File: config.mk
export PLATFORM = sky130hd
export DESIGN_NAME = dmh_ctrl
export DESIGN_NICKNAME = d
export VERILOG_FILES = /design/src/hdl/dmh_pkg.sv /design/src/hdl/dmh_fifo.sv /design/src/hdl/dmh_ctrl.sv
export VERILOG_INCLUDE_DIRS = /design/src /design/src/hdl
export SDC_FILE = /design/constraint.sdc
export NUM_CORES = 2
export LEC_CHECK = 0
export BUFFER_PORTS_ARGS = -buffer_cell sky130_fd_sc_hd__buf_2
export CAP_MARGIN = 15
export CORE_AREA = 2 2 308 310
export CTS_BUF_LIST = sky130_fd_sc_hd__clkbuf_8
export CTS_CLUSTER_DIAMETER = 100
export CTS_CLUSTER_SIZE = 16
export DETAILED_ROUTE_END_ITERATION = 8
export DIE_AREA = 0 0 310 312
export MAX_ROUTING_LAYER = met4
export PLACE_DENSITY = 0.86
export SETUP_SLACK_MARGIN = 0.3
export SLEW_MARGIN = 10
export SYNTH_ARGS = -nofsm -noshare
export SYNTH_HDL_FRONTEND = slang
export SYNTH_SLANG_ARGS = --single-unit
File: constraint.sdc
create_clock -name clk -period 8.7 [get_ports clk]
set_input_delay 0.87 -clock clk [delete_from_list [all_inputs] [get_ports clk]]
set_output_delay 0.87 -clock clk [all_outputs]
set_load 0.02 [all_outputs]
File: src/hdl/dmh_defines.svh
// Constants for the DMA master handshake controller
`ifndef DMH_DEFINES_SVH
`define DMH_DEFINES_SVH
`define DMH_NCH 16
`define DMH_NDEV 16
`define DMH_NTERM 12
`define DMH_DEVW 4
`define DMH_AW 16
`define DMH_FIFO_DEPTH 32
`define DMH_SMB_PAIRS 5
`define DMH_GSPI_PAIRS 2
`define DMH_QSPI_TX_DEV 10
`define DMH_QSPI_RX_DEV 11
`define DMH_GSPI_BASE 12
`define DMH_ADDR_STEP 1
`endif

File: src/hdl/dmh_pkg.sv
// Types for the DMA master handshake controller
package dmh_pkg;
  typedef enum logic {
    DMH_ARB_IDLE,
    DMH_ARB_HOLD
  } dmh_arb_state_t;
endpackage

File: src/hdl/dmh_fifo.sv
// Request FIFO between channel service and memory port
`timescale 1ns/1ps
module dmh_fifo import dmh_pkg::*; #(
  parameter int WIDTH = 20,
  parameter int DEPTH = 32
) (
  // Clock and reset
  input wire logic clk,
  input wire logic srst,
  // Fill side
  input wire logic in_valid,
  output logic in_ready,
  input wire logic [WIDTH-1:0] in_data,
  // Drain side
  output logic out_valid,
  input wire logic out_ready,
  output logic [WIDTH-1:0] out_data,
  // Status
  output logic empty
);
  localparam int PW = $clog2(DEPTH);
  logic [WIDTH-1:0] mem [DEPTH];
  logic [PW-1:0] wr_ptr;
  logic [PW-1:0] rd_ptr;
  logic [PW:0] count;
  logic push;
  logic pop;

  assign in_ready = (count != DEPTH[PW:0]);
  assign out_valid = (count != '0);
  assign empty = (count == '0);
  assign push = in_valid && in_ready;
  assign pop = out_valid && out_ready;
  assign out_data = mem[rd_ptr];

  always_ff @(posedge clk) begin
    if (push) begin
      mem[wr_ptr] <= in_data;
    end
  end

  always_ff @(posedge clk) begin
    if (srst) begin
      wr_ptr <= '0;
      rd_ptr <= '0;
      count <= '0;
    end else begin
      if (push) begin
        wr_ptr <= (wr_ptr == PW'(DEPTH - 1)) ? '0 : wr_ptr + 1'b1;
      end
      if (pop) begin
        rd_ptr <= (rd_ptr == PW'(DEPTH - 1)) ? '0 : rd_ptr + 1'b1;
      end
      count <= count + (PW+1)'(push) - (PW+1)'(pop);
    end
  end
endmodule // dmh_fifo

File: src/hdl/dmh_ctrl.sv
// DMA master handshake, arbitration, reset and sleep control
`timescale 1ns/1ps
`include "dmh_defines.svh"

// Function
// - The controller drives a done line to each bus and quad SPI master when its transfer ends.
// - General SPI masters 12 to 15 have a request line only, with no terminate and no done.
// - Counters and control logic run on the single system clock.
// - System reset returns every register except the FIFO storage array to its default.
// - The block reset is active when system reset or the software reset bit is set.
// - Each channel drives its own interrupt from its transfer-complete flag.
// - A sleep command is acknowledged only once every channel transaction has completed.
// - For firmware pacing, sleep waits until terminal count is reached and go is cleared.
// - For hardware pacing, a transfer ends at terminal count or on the master's terminate.
// - A hardware paced channel uses the request, terminate and done lines of the master its select field names.
// - When the memory address reaches the end address the bus or quad SPI master of a hardware paced channel is told done.
// - A round-robin arbiter grants channels, and a grant holds until the channel completes.
module dmh_ctrl import dmh_pkg::*; #(
  parameter int NCH = `DMH_NCH,
  parameter int AW = `DMH_AW,
  parameter int FIFO_DEPTH = `DMH_FIFO_DEPTH
) (
  // Clock and reset
  input wire logic clk,
  input wire logic srst,
  input wire logic soft_reset,
  // Block and channel control
  input wire logic controller_enable,
  input wire logic [NCH-1:0] chan_activate,
  input wire logic [NCH-1:0] chan_hw_flow,
  input wire logic [NCH*`DMH_DEVW-1:0] chan_dev_sel,
  input wire logic [NCH-1:0] chan_go_set,
  input wire logic [NCH-1:0] chan_abort,
  input wire logic [NCH-1:0] chan_status_clr,
  input wire logic [NCH*AW-1:0] chan_start_addr,
  input wire logic [NCH*AW-1:0] chan_end_addr,
  // Channel status
  output logic [NCH-1:0] chan_busy,
  output logic [NCH-1:0] chan_go,
  output logic [NCH-1:0] channel_interrupt,
  // Bus target and controller masters
  input wire logic [`DMH_SMB_PAIRS-1:0] smbus_target_dma_request,
  input wire logic [`DMH_SMB_PAIRS-1:0] smbus_target_dma_terminate,
  output logic [`DMH_SMB_PAIRS-1:0] smbus_target_dma_finished,
  input wire logic [`DMH_SMB_PAIRS-1:0] smbus_controller_dma_request,
  input wire logic [`DMH_SMB_PAIRS-1:0] smbus_controller_dma_terminate,
  output logic [`DMH_SMB_PAIRS-1:0] smbus_controller_dma_finished,
  // Quad SPI masters
  input wire logic quad_spi_tx_request,
  input wire logic quad_spi_tx_terminate,
  output logic quad_spi_tx_finished,
  input wire logic quad_spi_rx_request,
  input wire logic quad_spi_rx_terminate,
  output logic quad_spi_rx_finished,
  // General SPI masters
  input wire logic [`DMH_GSPI_PAIRS-1:0] general_spi_tx_request,
  input wire logic [`DMH_GSPI_PAIRS-1:0] general_spi_rx_request,
  // Power clock reset unit
  input wire logic sleep_req,
  output logic sleep_ack,
  // Memory request stream
  output logic mem_valid,
  input wire logic mem_ready,
  output logic [AW-1:0] mem_addr,
  output logic [$clog2(NCH)-1:0] mem_chan
);
  localparam int CW = $clog2(NCH);
  localparam int DW = `DMH_DEVW;

  // ----------------------------------------
  // Reset and device line gathering
  // ----------------------------------------
  logic rst;
  logic [`DMH_NDEV-1:0] dev_req_raw;
  logic [`DMH_NDEV-1:0] dev_term_raw;
  logic [`DMH_NDEV-1:0] dev_assigned;
  logic [`DMH_NDEV-1:0] dev_req;
  logic [`DMH_NDEV-1:0] dev_term;
  logic [`DMH_NTERM-1:0] fin_out;

  assign rst = srst || soft_reset;

  always_comb begin
    dev_req_raw = '0;
    dev_term_raw = '0;
    for (int p = 0; p < `DMH_SMB_PAIRS; p++) begin
      dev_req_raw[2*p] = smbus_target_dma_request[p];
      dev_req_raw[2*p+1] = smbus_controller_dma_request[p];
      dev_term_raw[2*p] = smbus_target_dma_terminate[p];
      dev_term_raw[2*p+1] = smbus_controller_dma_terminate[p];
    end
    dev_req_raw[`DMH_QSPI_TX_DEV] = quad_spi_tx_request;
    dev_req_raw[`DMH_QSPI_RX_DEV] = quad_spi_rx_request;
    dev_term_raw[`DMH_QSPI_TX_DEV] = quad_spi_tx_terminate;
    dev_term_raw[`DMH_QSPI_RX_DEV] = quad_spi_rx_terminate;
    for (int p = 0; p < `DMH_GSPI_PAIRS; p++) begin
      dev_req_raw[`DMH_GSPI_BASE+2*p] = general_spi_tx_request[p];
      dev_req_raw[`DMH_GSPI_BASE+2*p+1] = general_spi_rx_request[p];
    end
  end

  always_comb begin
    dev_assigned = '0;
    for (int c = 0; c < NCH; c++) begin
      if (chan_activate[c] && chan_hw_flow[c]) begin
        dev_assigned[chan_dev_sel[c*DW +: DW]] = 1'b1;
      end
    end
  end

  assign dev_req = dev_req_raw & dev_assigned;
  assign dev_term = dev_term_raw & dev_assigned;

  always_comb begin
    for (int p = 0; p < `DMH_SMB_PAIRS; p++) begin
      smbus_target_dma_finished[p] = fin_out[2*p];
      smbus_controller_dma_finished[p] = fin_out[2*p+1];
    end
    quad_spi_tx_finished = fin_out[`DMH_QSPI_TX_DEV];
    quad_spi_rx_finished = fin_out[`DMH_QSPI_RX_DEV];
  end

  // ----------------------------------------
  // Channel eligibility and arbitration
  // ----------------------------------------
  dmh_arb_state_t arb_state;
  logic [CW-1:0] grant_idx;
  logic [CW-1:0] last_idx;
  logic [CW-1:0] next_idx;
  logic next_found;
  logic [NCH-1:0] chan_req;
  logic [NCH-1:0] chan_eligible;
  logic [AW-1:0] addr [NCH];
  logic [DW-1:0] g_sel;
  logic g_hw;
  logic at_end;
  logic g_term;
  logic complete;
  logic push;
  logic fifo_in_ready;
  logic fifo_empty;
  logic all_idle;

  always_comb begin
    for (int c = 0; c < NCH; c++) begin
      chan_req[c] = chan_activate[c] && controller_enable &&
                    (chan_hw_flow[c] ? dev_req[chan_dev_sel[c*DW +: DW]] : chan_go[c]);
    end
  end

  assign chan_eligible = chan_req & ~channel_interrupt & {NCH{!sleep_req}};

  always_comb begin
    next_idx = '0;
    next_found = 1'b0;
    for (int k = 1; k <= NCH; k++) begin
      if (!next_found && chan_eligible[CW'((int'(last_idx) + k) % NCH)]) begin
        next_idx = CW'((int'(last_idx) + k) % NCH);
        next_found = 1'b1;
      end
    end
  end

  assign g_sel = chan_dev_sel[grant_idx*DW +: DW];
  assign g_hw = chan_hw_flow[grant_idx];
  assign at_end = (addr[grant_idx] == chan_end_addr[grant_idx*AW +: AW]);
  assign g_term = g_hw && dev_term[g_sel];
  assign complete = (arb_state == DMH_ARB_HOLD) && (at_end || g_term || chan_abort[grant_idx]);
  assign push = (arb_state == DMH_ARB_HOLD) && !complete && chan_req[grant_idx] && fifo_in_ready;

  always_ff @(posedge clk) begin
    if (rst) begin
      arb_state <= DMH_ARB_IDLE;
      grant_idx <= '0;
      last_idx <= CW'(NCH - 1);
    end else begin
      case (arb_state)
        DMH_ARB_IDLE: begin
          if (next_found) begin
            arb_state <= DMH_ARB_HOLD;
            grant_idx <= next_idx;
          end
        end
        DMH_ARB_HOLD: begin
          if (complete) begin
            arb_state <= DMH_ARB_IDLE;
            last_idx <= grant_idx;
          end
        end
        default: arb_state <= DMH_ARB_IDLE;
      endcase
    end
  end

  // ----------------------------------------
  // Per-channel state
  // ----------------------------------------
  genvar gc;
  generate
    for (gc = 0; gc < NCH; gc++) begin : g_chan
      logic mine;
      assign mine = (arb_state == DMH_ARB_HOLD) && (grant_idx == CW'(gc));

      always_ff @(posedge clk) begin
        if (rst) begin
          addr[gc] <= '0;
        end else if (arb_state == DMH_ARB_IDLE && next_found && next_idx == CW'(gc)) begin
          addr[gc] <= chan_start_addr[gc*AW +: AW];
        end else if (mine && push) begin
          addr[gc] <= addr[gc] + AW'(`DMH_ADDR_STEP);
        end
      end

      always_ff @(posedge clk) begin
        if (rst) begin
          chan_busy[gc] <= 1'b0;
        end else begin
          chan_busy[gc] <= (arb_state == DMH_ARB_IDLE && next_found && next_idx == CW'(gc)) ||
                           (mine && !complete);
        end
      end

      always_ff @(posedge clk) begin
        if (rst) begin
          chan_go[gc] <= 1'b0;
        end else if (chan_go_set[gc] && !chan_hw_flow[gc]) begin
          chan_go[gc] <= 1'b1;
        end else if ((mine && complete) || chan_abort[gc]) begin
          chan_go[gc] <= 1'b0;
        end
      end

      always_ff @(posedge clk) begin
        if (rst) begin
          channel_interrupt[gc] <= 1'b0;
        end else if (mine && complete) begin
          channel_interrupt[gc] <= 1'b1;
        end else if (chan_status_clr[gc]) begin
          channel_interrupt[gc] <= 1'b0;
        end
      end
    end
  endgenerate

  // ----------------------------------------
  // Done pulses to masters
  // ----------------------------------------
  always_ff @(posedge clk) begin
    if (rst) begin
      fin_out <= '0;
    end else begin
      for (int d = 0; d < `DMH_NTERM; d++) begin
        fin_out[d] <= complete && g_hw && dev_assigned[d] && (g_sel == DW'(d));
      end
    end
  end

  // ----------------------------------------
  // Sleep handshake
  // ----------------------------------------
  assign all_idle = (arb_state == DMH_ARB_IDLE) && (chan_go == '0) && fifo_empty;

  always_ff @(posedge clk) begin
    if (rst) begin
      sleep_ack <= 1'b0;
    end else begin
      sleep_ack <= sleep_req && all_idle;
    end
  end

  // ----------------------------------------
  // Memory request FIFO
  // ----------------------------------------
  dmh_fifo #(
    .WIDTH(CW + AW),
    .DEPTH(FIFO_DEPTH)
  ) u_fifo (
    .clk(clk),
    .srst(rst),
    .in_valid(push),
    .in_ready(fifo_in_ready),
    .in_data({grant_idx, addr[grant_idx]}),
    .out_valid(mem_valid),
    .out_ready(mem_ready),
    .out_data({mem_chan, mem_addr}),
    .empty(fifo_empty)
  );
endmodule // dmh_ctrl

==> results.tsv, run 1 <==
metric	value	unit
antenna_found_initial	154	
clockRootBuffer	clkbuf_8	
synth_area	55800	µm²
globalRouteTotalUtil	67.5	%
muxShareOfSynthArea	17.1	%
seq_area_frac_synth	51.6	%
ys_top_cells_by_area	edfxtp_1 48%, mux4_2 16%, dfxtp_1 3.4%, a32o_1 3.3%, o22ai_1 3.0%	
avgSynthCellArea	13.3	µm²
die_h	312	µm
rows	112	
yosysMostFrequentCell	edfxtp_1	
cts_buffers	72	
ctsHtreeMaxLevel	3	
post_cts_buffers	0	
stop_stage	global routing	
io_buffers	771	
synth_top_area_cell	edfxtp_1	
cts_max_path_buffers	3	
dpl.cell_count	6150	
grt_max_degree	80	
synth_warnings	0	
synth_top_family_by_area	multiplexers	
synth-main-ff-cell	edfxtp_1	
gp_congestion	1.18	
yosys-top-cells-count	896 x edfxtp_1, 406 x mux4_2, 282 x nor2_1	
syn_inst	4190	
firstError	[ERROR GRT-0232] Routing congestion too high. Check the congestion heatmap in the GUI.	
start_util	60.0	%
synth_xor_area_share	4.05	%
synth_nets	4920	
synth_top_area_share	48.2	%
status	stopped before the end	
die_x	310	µm
dp_hpwl	219	mm
synth_compound_area_share	12.5	%
cts_resized	0	
synthAdderAreaFrac	0.910	%
cts_sinks	991	
async_reset_ff_share	0	%
ys_types	116	
ys_seq_elements	991	
grt_overflow	1	
hold_buffers	0	
io_pins	772	
synth_edf_count	896	
synth-simple-area-share	10.8	%
==> cells by family after synthesis <==
family                   count (synthesis)
adder cells (fa/ha/maj)                 40
multiplexers                           444
flip-flops                             991
AND/OR/NAND/NOR                       1147
buffers and inverters                  402
AO/OA/AOI/OAI                          908
XOR/XNOR                               258
==> per-layer routing <==
metal / global-route usage, % / overflow
met4: 53.4 / 0
met3: 47.0 / 0
met5: - / -
met2: 82.9 / 0
met1: 73.6 / 1
==> per-stage QoR <==
step	utilization (%)	worst slack (ps)	cell area, µm²	hold WS [ps]
floorplan	-	1720	55800	455
global placement	67.0	640	62300	465
detailed placement	67.0	612	62300	506
CTS	68.4	1400	63600	288
==> run 2: changes to the inputs <==
Settings changed: CORE_AREA 2 2 308 310 to 2 2 377 379, CTS_BUF_LIST sky130_fd_sc_hd__clkbuf_8 to not set, CTS_CLUSTER_DIAMETER 100 to not set, CTS_CLUSTER_SIZE 16 to not set, DIE_AREA 0 0 310 312 to 0 0 379 381, MAX_ROUTING_LAYER met4 to not set, PLACE_DENSITY 0.86 to not set, PLACE_DENSITY_LB_ADDON set to 0.15, SETUP_SLACK_MARGIN 0.3 to not set.
==> run 2 against run 1 <==
The flow now finishes without violations; area after synthesis is the same; synthesized cell count unchanged.
==> results.tsv, run 2 <==
metric	value	unit	change
worst-setup-path-type	input port to flip-flop		
ctsHtreeMaxLevel	3		unchanged
grt_pass1_vias	44600		
endpoint_kind	flip-flop		
antenna_found_initial	41		
clockRootBuffer	clkbuf_16		was clkbuf_8
hold_path.startpoint	chan_go_set[10]		
area.growth.synth_to_final	20.3	%	
power_switching	6.59	mW	
max_stage_delay	880	ps	
dp_hpwl	187	mm	was 219 mm
timing.setup.tns	0	ps	
ys_seq_elements	991		unchanged
slew-limit-headroom	20.5	%	
p_per_area	262	nW/µm²	
status	finished, final reports clean		was stopped before the end
fin_worst_skew	90.9	ps	
syn_inst	4190		unchanged
io_buffers	771		unchanged
finalHoldViolations	0		
r2r_setup_slack	2240	ps	
die_h	381	µm	was 312 µm
die-area	144000	µm²	
setup_viol	0		
ys_top_cells_by_area	edfxtp_1 48%, mux4_2 16%, dfxtp_1 3.4%, a32o_1 3.3%, o22ai_1 3.0%		unchanged
crit_required	9100	ps	
rows	138		was 112
rsz0062_at_grt	no		
synth_top_area_cell	edfxtp_1		unchanged
crit_top_cell	o211ai_1		
clockPowerShare	26.1	%	
path_max_fanout	16		
seq_area_frac_synth	51.6	%	unchanged
layout_commonest_cell	edfxtp_1		
slew_viol_final	0		
internal-power	11.0	mW	
yosys-top-cells-count	896 x edfxtp_1, 406 x mux4_2, 282 x nor2_1		unchanged
grt_max_degree	96		
cts_resized	0		unchanged
synth-main-ff-cell	edfxtp_1		unchanged
first_pass_iters	6		
wl_per_cell	35.8	µm	
viasPerCell	6.54		
clk_latency	770	ps	
tightest_slew	1180	ps	
cts_buffers	109		was 72
largest-register	u_fifo.mem		
cts_max_path_buffers	3		unchanged
vias	46000		
grt_pass1_wl	348	mm	
die_x	379	µm	was 310 µm
largestRegisters	u_fifo.mem (640), addr (256)		
synth_top_area_share	48.2	%	unchanged
synth_area	55800	µm²	unchanged
crit_path_top_delay_cell	or2_0		
globalRouteTotalUtil	34.3	%	
start_util	39.7	%	was 60.0%
path_cells	buf_2 -> or2_0 -> o22ai_1 -> nor4_4 -> a41oi_2 -> buf_4 -> mux4_2 -> o22a_1 -> a31oi_2 -> o32a_1 -> o211ai_1 -> o211ai_1 -> o311ai_1 -> or3b_4 -> o41ai_1 -> o32ai_1 -> a21oi_1 -> o21a_1 -> buf_4 -> nand2_1 -> o211ai_1 -> buf_12		
post_cts_buffers	0		unchanged
swShare	37.4	%	
cp-start-kind	input port		
total_power	17.6	mW	
cellLeakagePower	23.6	nW	
avgSynthCellArea	13.3	µm²	unchanged
p_comb_share	37.0	%	
p_seq_share	36.9	%	
async_reset_ff_share	0	%	unchanged
cts_tree	built		
min_period	7620	ps	
nNetsFinal	5774		
ir_worst_vdd	0.000228	V	
min_period_over_period	87.5	%	
cp.arrival	8010	ps	
path_clk_slew	70	ps	
cts_sinks	991		unchanged
ant_nets	0		
cp-startpoint	chan_dev_sel[25]		
first_iter_violations	6551		
drv_cap	0		
drcViolationCount	0		
largest_reg_flops	640		
synth_warnings	0		unchanged
fillCellCount	12600		
hold_buffers	0		unchanged
finish.utilization	47.8	%	
synth_nets	4920		unchanged
synth_edf_count	896		unchanged
max_freq	0.131	GHz	
ys_types	116		unchanged
core_area	141000	µm²	
gp_congestion	1.03		was 1.18
grt_overflow	0		
wl	252	mm	
layout_common_cells	896 x edfxtp_1, 771 x buf_2, 406 x mux4_2		
yosysMostFrequentCell	edfxtp_1		unchanged
io_pins	772		unchanged
hp-class	input port to flip-flop		
drive_gt1_share	34.1	%	
run 2: cell counts after synthesis:
No cell type changed its count.
run 2: cell families (layout without fill, tap and decap cells):
logic type                 Yosys count  in the layout  synth area share [%]
buffers and inverters              402           1348                  3.04
xor gates and xnor gates           258            258                  4.05
AOI/OAI and AO/OA                  908            908                  12.5
other                                0             13                     0
and+or+nand+nor                   1147           1147                  10.8
muxes                              444            444                  17.1
DFF                                991            991                  51.6
adders and majority gates           40             40                 0.910
run 2: per-stage QoR:
step	setup slack [ps]	area [µm²]	hold slack [ps]	std cells
after floorplan	1720	55800	455	4190
after detailed placement	752	63500	480	6822
final	1080	67100	354	7039
after global routing	1120	67100	368	7027
after CTS	1520	67100	312	7025
after global placement	611	63500	479	6822
run 2: path summary, 6_finish.rpt:
kind | end | cells past startpoint
worst max-delay path | addr[13][13] | 22
worst min-delay path | chan_go[10] | 3
worst max register to register | addr[1][6] | 17
worst min register to register | u_fifo.rd_ptr[4] | 2
run 2: power groups by stage:
| stage | Sequential, mW | Combinational, mW | Clock [mW] |
|---|---|---|---|
| 6_report | 6.50 | 6.51 | 4.60 |
| 5_1_grt | 6.53 | 6.81 | 4.87 |
| 4_1_cts | 6.50 | 6.40 | 4.68 |
| 3_5_place_dp | 6.59 | 6.38 | 0 |
| 3_3_place_gp | 6.59 | 6.38 | 0 |
| 2_1_floorplan | 6.34 | 3.62 | 0 |
run 2: area by class of cell:
type                       instances  area, µm²  share of cell area (%)
sequential                       991      28800                    43.0
multi-input combinational       2797      25500                    38.0
timing repair buffer            1038       6410                    9.55
clock buffer                     144       2900                    4.32
tap                             1890       2360                    3.52
clock inverter                    59        654                   0.975
inverter                         107        402                   0.598
antenna                           13       32.5                  0.0485
run 2: per-layer routing:
metal / global-route usage (%) / vias up / part of all wire, % / wire [µm]
li1: - / 18900 / - / -
met1: 50.4 / 23700 / 43 / 108000
met2: 49.0 / 2932 / 43 / 107000
met3: 8.94 / 477 / 11 / 27300
met4: 11.3 / 18 / 3.7 / 9420
met5: 0 / - / 0.052 / 132
run 2: worst max-delay path: cells and delay by family:
| kind | cells | cell delay (ps) |
|---|---|---|
| simple gates | 4 | 1950 |
| buf+inv | 4 | 810 |
| mux | 1 | 480 |
| compound gates | 13 | 3850 |
Power figures use the tool's default switching activity.
